==> config.mk <==
export PLATFORM = sky130hd
export DESIGN_NAME = eisa_top
export DESIGN_NICKNAME = d
export VERILOG_FILES = /design/src/eisa_pkg.sv /design/src/eisa_sync_if.sv /design/src/eisa_sync.sv /design/src/eisa_top.sv
export VERILOG_INCLUDE_DIRS = /design/src
export SDC_FILE = /design/constraint.sdc
export NUM_CORES = 1
export LEC_CHECK = 0
export BUFFER_PORTS_ARGS = -buffer_cell sky130_fd_sc_hd__buf_2
export CORE_ASPECT_RATIO = 1.1
export CORE_MARGIN = 10
export CORE_UTILIZATION = 32
export CTS_CLUSTER_SIZE = 25
export DETAILED_ROUTE_END_ITERATION = 8
export HOLD_SLACK_MARGIN = 0.1
export PLACE_DENSITY = 0.52
export SLEW_MARGIN = 30
export SYNTH_ARGS = -nofsm -noshare
export SYNTH_HDL_FRONTEND = slang
export SYNTH_HIERARCHICAL = 1
export SYNTH_SLANG_ARGS = --single-unit
==> constraint.sdc <==
create_clock -name mclk_i -period 1 [get_ports mclk_i]
set_input_delay 0.3 -clock mclk_i [delete_from_list [all_inputs] [get_ports mclk_i]]
set_output_delay 0.3 -clock mclk_i [all_outputs]
set_load 0.02 [all_outputs]
==> src/eisa_consts.svh <==
// Constants for the external interrupt sense and acknowledge block
`ifndef EISA_CONSTS_SVH
`define EISA_CONSTS_SVH
`define EISA_NUM_IRQ 4
`define EISA_SYNC_STAGES 2
`define EISA_REARM_CYCLES 2
`define EISA_ACK_LOW_CYCLES 1
`endif

==> src/eisa_pkg.sv <==
// Types for the external interrupt sense and acknowledge block
`default_nettype none
package eisa_pkg;
  typedef enum logic [2:0] {
    EISA_ACK_IDLE = 3'h1,
    EISA_ACK_LOW = 3'h2,
    EISA_ACK_WAIT = 3'h4
  } eisa_ack_state_e;
endpackage
`default_nettype wire

==> src/eisa_sync_if.sv <==
// Carrier between the request synchroniser and the detector
`timescale 1ns/1ps
`default_nettype none
interface eisa_sync_if #(parameter int N = 4);
  logic [N-1:0] raw_n;
  logic [N-1:0] level;
  modport sync (input raw_n, output level);
  modport user (output raw_n, input level);
endinterface // eisa_sync_if
`default_nettype wire

==> src/eisa_sync.sv <==
// Two-stage synchroniser for the active-low requests
`timescale 1ns/1ps
`default_nettype none
module eisa_sync #(
  parameter int N = 4
) (
  input wire logic mclk_i,
  input wire logic resetn_i,
  eisa_sync_if.sync bus
);
  logic [N-1:0] meta_n;
  logic [N-1:0] stable_n;
  always_ff @(negedge mclk_i or negedge resetn_i) begin
    if (!resetn_i) begin
      meta_n <= {N{1'b1}};
      stable_n <= {N{1'b1}};
    end else begin
      meta_n <= bus.raw_n;
      stable_n <= meta_n;
    end
  end
  assign bus.level = ~stable_n;
endmodule // eisa_sync
`default_nettype wire

==> src/eisa_top.sv <==
// External interrupt sensing, rate limiting and acknowledge strobe
`timescale 1ns/1ps
`default_nettype none
`include "eisa_consts.svh"
module eisa_top
  import eisa_pkg::*;
#(
  parameter int NUM_IRQ = `EISA_NUM_IRQ
) (
  input wire logic mclk_i,
  input wire logic resetn_i,
  input wire logic [NUM_IRQ-1:0] ext_irq_n_i,
  input wire logic fetch_boundary_i,
  input wire logic ack_decode_i,
  input wire logic ack_read_i,
  output logic [NUM_IRQ-1:0] irq_pending_o,
  output logic [NUM_IRQ-1:0] irq_take_o,
  output logic irq_ack_n_o
);
  eisa_sync_if #(.N(NUM_IRQ)) sif ();
  eisa_ack_state_e state;
  eisa_ack_state_e next_state;
  logic [NUM_IRQ-1:0] detected;
  logic [NUM_IRQ-1:0] pending;
  logic [NUM_IRQ-1:0] take;
  logic [NUM_IRQ-1:0] hold_cnt;
  logic [NUM_IRQ-1:0] next_pending;
  logic [NUM_IRQ-1:0] next_take;
  logic next_ack_n;

  assign sif.raw_n = ext_irq_n_i;

  eisa_sync #(.N(NUM_IRQ)) u_sync (
    .mclk_i(mclk_i),
    .resetn_i(resetn_i),
    .bus(sif.sync)
  );

  // Level present at the falling-edge sample, no edge detect
  assign detected = sif.level;

  genvar g;
  generate
    for (g = 0; g < NUM_IRQ; g++) begin : g_src
      // Rearm holdoff: each source taken at most every two cycles
      assign next_pending[g] = (detected[g] & ~hold_cnt[g]) | (pending[g] & ~take[g]);
      assign next_take[g] = pending[g] & fetch_boundary_i & ~take[g];
    end
  endgenerate

  always_ff @(posedge mclk_i or negedge resetn_i) begin
    if (!resetn_i) begin
      pending <= '0;
      take <= '0;
      hold_cnt <= '0;
    end else begin
      hold_cnt <= detected & ~hold_cnt;
      pending <= next_pending;
      take <= next_take;
    end
  end

  // Acknowledge strobe sequencing
  always_comb begin
    next_state = state;
    next_ack_n = 1'b1;
    case (state)
      EISA_ACK_IDLE: begin
        if (ack_decode_i) begin
          next_state = EISA_ACK_LOW;
          next_ack_n = 1'b0;
        end
      end
      EISA_ACK_LOW: begin
        next_ack_n = 1'b1;
        next_state = ack_read_i ? EISA_ACK_IDLE : EISA_ACK_WAIT;
      end
      EISA_ACK_WAIT: begin
        if (ack_read_i) begin
          next_state = EISA_ACK_IDLE;
        end
      end
      default: begin
        next_state = EISA_ACK_IDLE;
      end
    endcase
  end

  always_ff @(posedge mclk_i or negedge resetn_i) begin
    if (!resetn_i) begin
      state <= EISA_ACK_IDLE;
      irq_ack_n_o <= 1'b1;
    end else begin
      state <= next_state;
      irq_ack_n_o <= next_ack_n;
    end
  end

  always_ff @(posedge mclk_i or negedge resetn_i) begin
    if (!resetn_i) begin
      irq_pending_o <= '0;
      irq_take_o <= '0;
    end else begin
      irq_pending_o <= next_pending;
      irq_take_o <= next_take;
    end
  end
endmodule // eisa_top
`default_nettype wire

# Word level (Yosys, flattened, before mapping)
# Index checks and enable logic that the tools add are counted.
# totals
ramBits	0
input_bits	9
mem_count	0
out_inout_bits	9
rom_bits	0
elab_cells	50
latchBits	0
register_bits	24
# op_classes
muxes	6
add_sub_neg	0
multipliers	0
order_cmp	0
n_div	0
shifts	0
reduce_logical	1
bitwise_logic	31
eq_ne	5
# op_table
cell	count
AND 1 bit	16
two-way mux 3 bit	3
one-hot mux 3 bit (3 select lines)	1
NOT 1 bit	8
NOT 4 bit	2
AND 4 bit	1
!= test 2 bit, second input constant	2
OR 1 bit	4
equality test 3 x 1 -> 1 bit, second input constant	1
equality test 3 x 2 -> 1 bit, second input constant	1
equality test 3 bit, second input constant	1
two-way mux 1 bit	2
AND reduction 2 bit	1

# Depth between registers and ports, before layout
# Gate-level depths: netlist of run 1.
# logic_depth
depth_word	3
mapped_depth	3
mapped_depth_nobuf	3

# Hierarchy
# The synthesis of run 1 kept the hierarchy.
# modules_own_cells
mod	seq_area_each_um2	n_inst	cells_each	area_per_inst_um2
eisa_top	402.9	1	38	548.0
eisa_sync	210.2	1	13	229.0

==> results of run 1 <==
[what timing repair did]
| action | in CTS | in global routing |
|---|---|---|
| hold endpoints to repair | 14 | 0 |
| pin swaps | 1 | 0 |
| hold buffers | 1 | 0 |
| resized for setup | 28 | 1 |
| setup buffers | 4 | 1 |
| setup endpoints to repair | 18 | 18 |
[area by class of cell]
cell class	count	area share
timing repair buffer	25	0.185
multi-input combinational	17	0.142
clock buffer	4	0.0239
inverter	9	0.0307
clock inverter	8	0.0273
tap	30	0.0341
sequential	24	0.557
[cell families after synthesis]
group                     after synthesis
DFF                                    24
and+or+nand+nor                        11
buffers and inverters                  10
AOI/OAI and AO/OA                       5
xor gates and xnor gates                1
[placed cells by master (no fill, tap or decap)]
cell type / instances
inv_1: 14
dfrtp_1: 14
dfstp_2: 10
buf_6: 9
buf_2: 8
buf_4: 7
nor2b_4: 4
o21bai_1: 4
nor3b_1: 4
clkbuf_4: 3
inv_2: 3
and4bb_1: 1
or2_1: 1
xnor2_1: 1
nor2_1: 1
o21ba_1: 1
clkbuf_1: 1
dlygate4sd3_1: 1
[sequential cells by signal (all words and copies together) (netlist names)]
register	flops
irq_ack_n_o	1
u_sync/stable_n	4
irq_pending_o	4
state	3
hold_cnt	4
u_sync/meta_n	4
irq_take_o	4
[worst max-delay path, stage by stage, from the launching register on]
cell      delay (ns)
dfstp_2         0.52
inv_2           0.03
nor2b_4         0.11
o21bai_1        0.15
[per-stage QoR]
| step | power (mW) | instances |
|---|---|---|
| 2_1_floorplan | 1.42 | 51 |
| 3_3_place_gp | 1.55 | 100 |
| 3_5_place_dp | 1.56 | 100 |
| 4_1_cts | 2.20 | 116 |
| 5_1_grt | 2.33 | 117 |
| 6_report | 2.17 | 117 |
[power groups by stage]
stage / clock [mW] / combinational (mW) / sequential, mW
finish: 0.531 / 0.455 / 1.18
global route: 0.641 / 0.498 / 1.19
CTS: 0.567 / 0.450 / 1.18
detailed placement: 0.0555 / 0.320 / 1.18
global placement: 0.0555 / 0.314 / 1.18
floorplan: 0.0555 / 0.104 / 1.26
[path summary, 6_finish.rpt]
check,from,to,slack (ns)
worst min-delay path,ack_read_i,state[2],0.25
worst max register to register,u_sync/stable_n[2],irq_pending_o[2],-0.46
worst min register to register,u_sync/meta_n[0],u_sync/stable_n[0],0.35
min in group asynchronous,resetn_i,u_sync/stable_n[3],0.49
worst max-delay path,u_sync/stable_n[2],irq_pending_o[2],-0.46
max in group asynchronous,resetn_i,irq_ack_n_o,0.18
[routing by layer]
layer	vias to the layer above	part of all wire	GRT usage
li1	226	-	-
met1	234	0.40	0.0677
met3	4	0.068	0.0187
met4	0	0.031	0.0616
met5	-	0	0
met2	15	0.50	0.0970
==> flow_metrics.tcl, run 1 <==
set metrics [dict create \
    num_rows 18 \
    area_growth_pct 41.7 \
    clkTransAtPathRegs_ns 0.12 \
    die-area_um2 4800 \
    chipWidth_um 67.0 \
    seqCellArea_um2 613 \
    syn_inst 51 \
    arrival_ns 1.66 \
    netSwitchingFraction 0.280 \
    p_leak_nw 0.572 \
    slew_viol_final 0 \
    violations "negative setup slack" \
    ir_drop_mv 1.01 \
    pwr-share-seq 0.545 \
    synth_flop_cell "dfrtp_1" \
    overflow 0 \
    antenna_found_initial 0 \
    grt_pass1_wl_mm 2.34 \
    synth_top_cell_by_area "dfrtp_1" \
    insertedDiodeCount 0 \
    tns_ns -4.48 \
    holdCritPathClass "in2reg" \
    yosys_warnings 6 \
    holdWs_ns 0.246 \
    worst_setup_path_start_kind "flip-flop" \
    clkPwrFrac 0.245 \
    io_pins 18 \
    async_flop_share 1.00 \
    whs_path_depth 3 \
    ys_seq_elements 24 \
    grt_max_degree 14 \
    ctsHtreeMaxLevel 1 \
    rsz0062_at_grt "true" \
    synth_cell_types 11 \
    die_y_um 71.7 \
    clock-skew-final_ns 0.0573 \
    synth_compound_area_frac 0.0515 \
    status "finished, violations left" \
    core_area_um2 2270 \
    fin_nets 97 \
    crit_fanout 2 \
    worst_skew_pair.late_latency_ns 0.37 \
    p_per_area_nw_per_um2 1970 \
    internal_power_mw 1.56 \
    synth_edf_count 0 \
    cp-end-kind "flip-flop" \
    rr_worst_depth 3 \
    design_area_um2 1100 \
    synth.area.top_cells "dfrtp_1 45%, dfstp_2 34%, inv_1 4.8%" \
    dr.pass1.iters 2 \
    synth.yosys.seq_area_share 0.789 \
    slew_headroom 0.874 \
    grt_pass1_vias 555 \
    drt-total-wl_mm 1.36 \
    multi_input_area_um2 156 \
    drive_gt1_frac 0.506 \
    fin_util 0.484 \
    pre_cts_slack_ns -0.435 \
    p_switching_uw 607 \
    remaining_drc_errors 0 \
    cts-root-buf "clkbuf_4" \
    yosysMostFrequentCell "dfrtp_1" \
    cts_tree "yes" \
    p_comb_frac 0.210 \
    dp_hpwl_um 963 \
    worst_pin_slew_ns 0.189 \
    synth_top_family_by_area "simple AND/OR/NAND/NOR gates" \
    critical_path_required_ns 1.20 \
    final.setup.worst_slack_ns -0.457 \
    synth_nets 60 \
    wl_per_cell_um 11.6 \
    synth.avg_cell_area_um2 15.2 \
    initial_core_util 0.342 \
    gp_congestion 0.586 \
    drt-initial-drc-count 15 \
    netlist.area_leader.share 0.451 \
    track_usage 0.0639 \
    max-cap-violations 0 \
    synth.mux.area_fraction 0 \
    vias_per_cell 4.09 \
    synthAdderAreaFrac 0 \
    crit_type "reg2reg" \
    synth_simple_gate_area_frac 0.0998 \
    synth_common_cells "14 x dfrtp_1, 10 x dfstp_2, 10 x inv_1" \
    cts_buffers 3 \
    fill_cells 221 \
    syn_area_um2 777 \
    postPlaceCellArea_um2 915 \
    io_buffers 17 \
    clockBufferDepth 2 \
    finalSetupViolCount 17 \
    ant_nets 0 \
    vias 479 \
    clock-sinks 24 \
    synth_xor_area_frac 0.0113 \
    hold_viol 0 \
]
Note: power is estimated with default switching activity, not from simulation.
==> run 2: changes to the inputs <==
--- a/config.mk
+++ b/config.mk
@@ -7,13 +7,15 @@
 export NUM_CORES = 1
 export LEC_CHECK = 0
 export BUFFER_PORTS_ARGS = -buffer_cell sky130_fd_sc_hd__buf_2
-export CORE_ASPECT_RATIO = 1.1
+export CELL_PAD_IN_SITES_DETAIL_PLACEMENT = 1
+export CELL_PAD_IN_SITES_GLOBAL_PLACEMENT = 2
 export CORE_MARGIN = 10
-export CORE_UTILIZATION = 32
+export CORE_UTILIZATION = 31
+export CTS_CLUSTER_DIAMETER = 50
 export CTS_CLUSTER_SIZE = 25
 export DETAILED_ROUTE_END_ITERATION = 8
 export HOLD_SLACK_MARGIN = 0.1
-export PLACE_DENSITY = 0.52
+export PLACE_DENSITY = 0.69
 export SLEW_MARGIN = 30
 export SYNTH_ARGS = -nofsm -noshare
 export SYNTH_HDL_FRONTEND = slang
==> flow_metrics.tcl, run 2 (synthesized netlist as in run 1, its figures left out) <==
set metrics [dict create \
    insertedDiodeCount 0 \
    wl_per_cell_um 12.3 \
    worst_setup_path_start_kind "flip-flop" \
    core_area_um2 2430 \
    vias_per_cell 4.02 \
    worst_path_dominant_cell_family "flip-flops" \
    chipWidth_um 70.1 \
    cts_buffers 3 \
    holdCritPathClass "in2reg" \
    p_per_area_nw_per_um2 1910 \
    p_switching_uw 652 \
    cp-end-kind "flip-flop" \
    reg2reg_from "u_sync/stable_n[1]" \
    ir_drop_mv 0.870 \
    remaining_drc_errors 0 \
    holdWs_ns 0.227 \
    arrival_ns 1.67 \
    cp-startpoint "u_sync/stable_n[1]" \
    area_growth_pct 52.3 \
    status "finished, violations left" \
    dr.pass1.iters 4 \
    worst_skew_pair.late_latency_ns 0.36 \
    drt-total-wl_mm 1.54 \
    clkPwrFrac 0.239 \
    hold_viol 0 \
    grt_pass1_wl_mm 2.59 \
    internal_power_mw 1.61 \
    grt_max_degree 17 \
    initial_core_util 0.319 \
    mostFrequentLayoutCell "dfrtp_1" \
    gp_congestion 0.624 \
    instances_no_fill 125 \
    crit_type "reg2reg" \
    use_met2 0.0856 \
    antenna_found_initial 0 \
    crit_fanout 2 \
    slew_viol_final 0 \
    io_buffers 17 \
    grt_pass1_vias 538 \
    netSwitchingFraction 0.289 \
    ant_nets 0 \
    slew_headroom 0.857 \
    overflow 0 \
    p_comb_frac 0.236 \
    cpPeakStageDelay_ns 0.52 \
    final_cell_mix "14 x dfrtp_1, 13 x inv_1, 12 x buf_6, 12 x buf_4, 10 x dfstp_2" \
    die-area_um2 4910 \
    finalSetupViolCount 17 \
    fin_nets 105 \
    rsz0062_at_grt "true" \
    vias 503 \
    clock-skew-final_ns 0.0572 \
    worst_pin_slew_ns 0.212 \
    busiest_layer "met1" \
    pwr-share-seq 0.525 \
    path_cells "inv_2 -> nor2b_4 -> o21bai_1" \
    track_usage 0.0667 \
    io_pins 18 \
    grt_use_met3 0.0212 \
    cts_tree "yes" \
    critical_path_required_ns 1.20 \
    tns_ns -4.99 \
    dp_hpwl_mm 1.04 \
    drive_gt1_frac 0.589 \
    drt-initial-drc-count 15 \
    ctsHtreeMaxLevel 1 \
    violations "negative setup slack" \
    p_leak_nw 0.619 \
    clockBufferDepth 2 \
    slowest_stage "dfstp_2" \
    clock-sinks 24 \
    max-cap-violations 0 \
    place_inst 99 \
    use_met1 0.0856 \
    num_rows 18 \
    cts-root-buf "clkbuf_4" \
    die_y_um 70.1 \
    clkTransAtPathRegs_ns 0.13 \
    final.setup.worst_slack_ns -0.465 \
    path_buf_inv 1 \
    min-delay-start "ack_read_i" \
]
[run 2: cell count changes in the layout (fill, tap and decap cells not counted)]
| cell | previous run | this run |
|---|---|---|
| inv_2 | 3 | 4 |
| buf_6 | 9 | 12 |
| buf_4 | 7 | 12 |
| clkinvlp_2 | 0 | 1 |
| nor3b_2 | 0 | 2 |
| nor3b_1 | 4 | 2 |
| clkbuf_1 | 1 | 0 |
| inv_1 | 14 | 13 |
[run 2: final cells by class]
cell class                      count  area [um^2]
Clock buffer                        3         22.5
Clock inverter                      9         35.0
Fill cell                         265         1250
Inverter                            9         33.8
Multi-Input combinational cell     17          166
Sequential cell                    24          613
Tap cell                           30         37.5
Timing Repair Buffer               33          275
[run 2: worst paths after layout]
check,endpoint,slack [ns],depth (start not counted)
hold reg to reg,u_sync/stable_n[2],0.36,0
hold / removal,state[2],0.23,3
max in group asynchronous,irq_ack_n_o,0.14,3
setup / recovery,irq_pending_o[1],-0.47,3
min in group asynchronous,u_sync/meta_n[2],0.47,1
setup reg to reg,irq_pending_o[1],-0.47,3
[run 2: per-stage QoR]
stage / util / instance area (um^2) / power [mW] / setup slack, ns
CTS: 0.462 / 1120 / 2.24 / -0.471
global route: 0.487 / 1180 / 2.45 / -0.506
finish: 0.487 / 1180 / 2.26 / -0.465
floorplan: - / 777 / 1.42 / -0.394
global placement: 0.373 / 907 / 1.54 / -0.416
detailed placement: 0.373 / 907 / 1.56 / -0.442
[run 2: routing by layer]
layer	up-vias	wire [um]
li1	245	-
met1	242	686
met2	14	725
met3	2	101
met4	0	29
met5	-	0
[run 2: what timing repair did]
action,CTS,global route
gates resized for setup,32,3
hold buffers,1,0
pin swaps,1,0
setup endpoints to repair,18,18
endpoints found under the hold margin,14,0
cloned,0,0
setup buffers,8,6
[run 2: worst min-delay path, stage by stage]
cell and delay [ns]:
buf_2 0.07, or2_1 0.10, nor2_1 0.05
[run 2: power by group through the flow]
stage          Clock (mW)  Sequential [mW]  Combinational, mW
6_report            0.540             1.18              0.533
3_3_place_gp       0.0555             1.18              0.311
3_5_place_dp       0.0555             1.19              0.318
4_1_cts             0.572             1.19              0.480
2_1_floorplan      0.0555             1.26              0.104
5_1_grt             0.664             1.20              0.586
==> run 3: changes to the inputs <==
--- a/config.mk
+++ b/config.mk
@@ -9,6 +9,7 @@
 export BUFFER_PORTS_ARGS = -buffer_cell sky130_fd_sc_hd__buf_2
 export CELL_PAD_IN_SITES_DETAIL_PLACEMENT = 1
 export CELL_PAD_IN_SITES_GLOBAL_PLACEMENT = 2
+export CORE_ASPECT_RATIO = 1.1
 export CORE_MARGIN = 10
 export CORE_UTILIZATION = 31
 export CTS_CLUSTER_DIAMETER = 50
==> constraint.sdc (replaced) <==
create_clock -name mclk_i -period 1 [get_ports mclk_i]
set_input_delay 0.3 -clock mclk_i [delete_from_list [all_inputs] [get_ports mclk_i]]
set_output_delay 0.3 -clock mclk_i [all_outputs]
set_load 0.01 [all_outputs]
==> flow_metrics.tcl, run 3 (synthesized netlist as in run 1, its figures left out) <==
set metrics [dict create \
    status "finished, violations left" \
    violations "negative setup slack" \
    io_buffers 17 \
    holdCritPathClass "in2reg" \
    track_usage 0.0684 \
    clock-sinks 24 \
    initial_core_util 0.335 \
    remaining_drc_errors 0 \
    arrival_ns 1.67 \
    mostFrequentLayoutCell "dfrtp_1" \
    min_to "state[2]" \
    io_pins 18 \
    worst_pin_slew_ns 0.174 \
    dr.pass1.iters 2 \
    cts_buffers 3 \
    drt-total-wl_mm 1.39 \
    cp-end-kind "flip-flop" \
    max-cap-violations 0 \
    fin_nets 100 \
    vias 481 \
    final.setup.worst_slack_ns -0.459 \
    min-delay-start "ack_read_i" \
    finalSetupViolCount 17 \
    rr_worst_depth 3 \
    gp_congestion 0.653 \
    clock-skew-final_ns 0.0666 \
    whs_path_depth 3 \
    grt_pass1_vias 571 \
    overflow 0 \
    worst_path_dominant_cell_family "flip-flops" \
    cts-root-buf "clkbuf_4" \
    fill_cells 260 \
    path_buf_inv 1 \
    cpPeakStageDelay_ns 0.52 \
    p_leak_nw 0.581 \
    rsz0062_at_grt "true" \
    chipWidth_um 67.7 \
    postPlaceCellArea_um2 937 \
    wl_per_cell_um 11.6 \
    critical_path_required_ns 1.21 \
    num_rows 18 \
    final_cell_mix "14 x dfrtp_1, 13 x inv_1, 12 x buf_2" \
    ant_nets 0 \
    hold_viol 0 \
    die_y_um 72.5 \
    die-area_um2 4910 \
    r2r_slack_ns -0.46 \
    reg2reg_from "u_sync/stable_n[3]" \
    worst_setup_path_start_kind "flip-flop" \
    clockBufferDepth 2 \
    ir_drop_mv 0.918 \
    path_cells "inv_2 -> nor2b_4 -> o21bai_1" \
    ctsHtreeMaxLevel 1 \
    slew_headroom 0.883 \
    grt_pass1_wl_mm 2.50 \
    cts_tree "yes" \
    slew_viol_final 0 \
    area_growth_pct 42.4 \
    vias_per_cell 4.01 \
    grt_max_degree 14 \
    rr_endpoint "irq_pending_o[3]" \
    power.total_mw 2.10 \
    clkTransAtPathRegs_ns 0.13 \
    p_per_area_nw_per_um2 1900 \
    worst_skew_pair.late_latency_ns 0.37 \
    slowest_stage "dfstp_2" \
    crit_fanout 2 \
    core_area_um2 2320 \
    design_area_um2 1110 \
    insertedDiodeCount 0 \
    dp_hpwl_mm 1.05 \
    antenna_found_initial 0 \
    drive_gt1_frac 0.533 \
    drt-initial-drc-count 5 \
    crit_type "reg2reg" \
]
==> run 3: power by group <==
part	switching (mW)	internal, mW	total [mW]
Sequential	0.0600	1.11	1.17
Combinational	0.158	0.228	0.386
Clock	0.349	0.197	0.546
==> run 3: stage by stage <==
| step | hold WS (ns) | setup slack (ns) | std cells | utilization | setup TNS, ns |
|---|---|---|---|---|---|
| after floorplan | 0.00441 | -0.391 | 51 | - | -2.57 |
| after global placement | 0.346 | -0.419 | 103 | 0.404 | -3.05 |
| after detailed placement | 0.347 | -0.436 | 103 | 0.404 | -3.15 |
| after CTS | 0.230 | -0.460 | 120 | 0.463 | -5.04 |
| after global routing | 0.229 | -0.502 | 120 | 0.477 | -5.53 |
| final | 0.239 | -0.459 | 120 | 0.477 | -4.77 |
==> run 3: worst min-delay path: stages <==
cell and delay (ns):
buf_2 0.07, or2_1 0.10, nor2_1 0.05
==> run 3: what timing repair did <==
item,CTS,global route
gates resized for setup,11,8
setup endpoints to repair,18,18
pin swaps,1,0
hold buffers,1,0
endpoints found under the hold margin,14,0
buffers inserted,5,0
==> run 3: area by class of cell <==
type | instances | area [um^2] | share of cell area
tap | 30 | 37.5 | 0.0339
clock buffer | 4 | 26.3 | 0.0238
timing repair buffer | 28 | 209 | 0.189
inverter | 9 | 33.8 | 0.0305
sequential | 24 | 613 | 0.554
multi-input combinational | 17 | 156 | 0.141
clock inverter | 8 | 30.0 | 0.0271
==> run 3: metal layers <==
layer  GRT usage  share of wire  vias to the layer above
li1            -              -                      232
met4      0.0753          0.048                        0
met1      0.0729           0.41                      230
met3      0.0169          0.068                        4
met2       0.101           0.48                       15
met5           0              0                        -
==> run 3: worst max path at each step <==
stage / from / end / slack, ns / cells after the start
finish: u_sync/stable_n[3] / irq_pending_o[3] / -0.46 / 3
floorplan: u_sync/stable_n[0] / irq_pending_o[0] / -0.39 / 3
CTS: u_sync/stable_n[3] / irq_pending_o[3] / -0.46 / 3
global route: u_sync/stable_n[1] / irq_pending_o[1] / -0.50 / 3
global placement: u_sync/stable_n[2] / irq_pending_o[2] / -0.42 / 3
detailed placement: u_sync/stable_n[3] / irq_pending_o[3] / -0.44 / 3
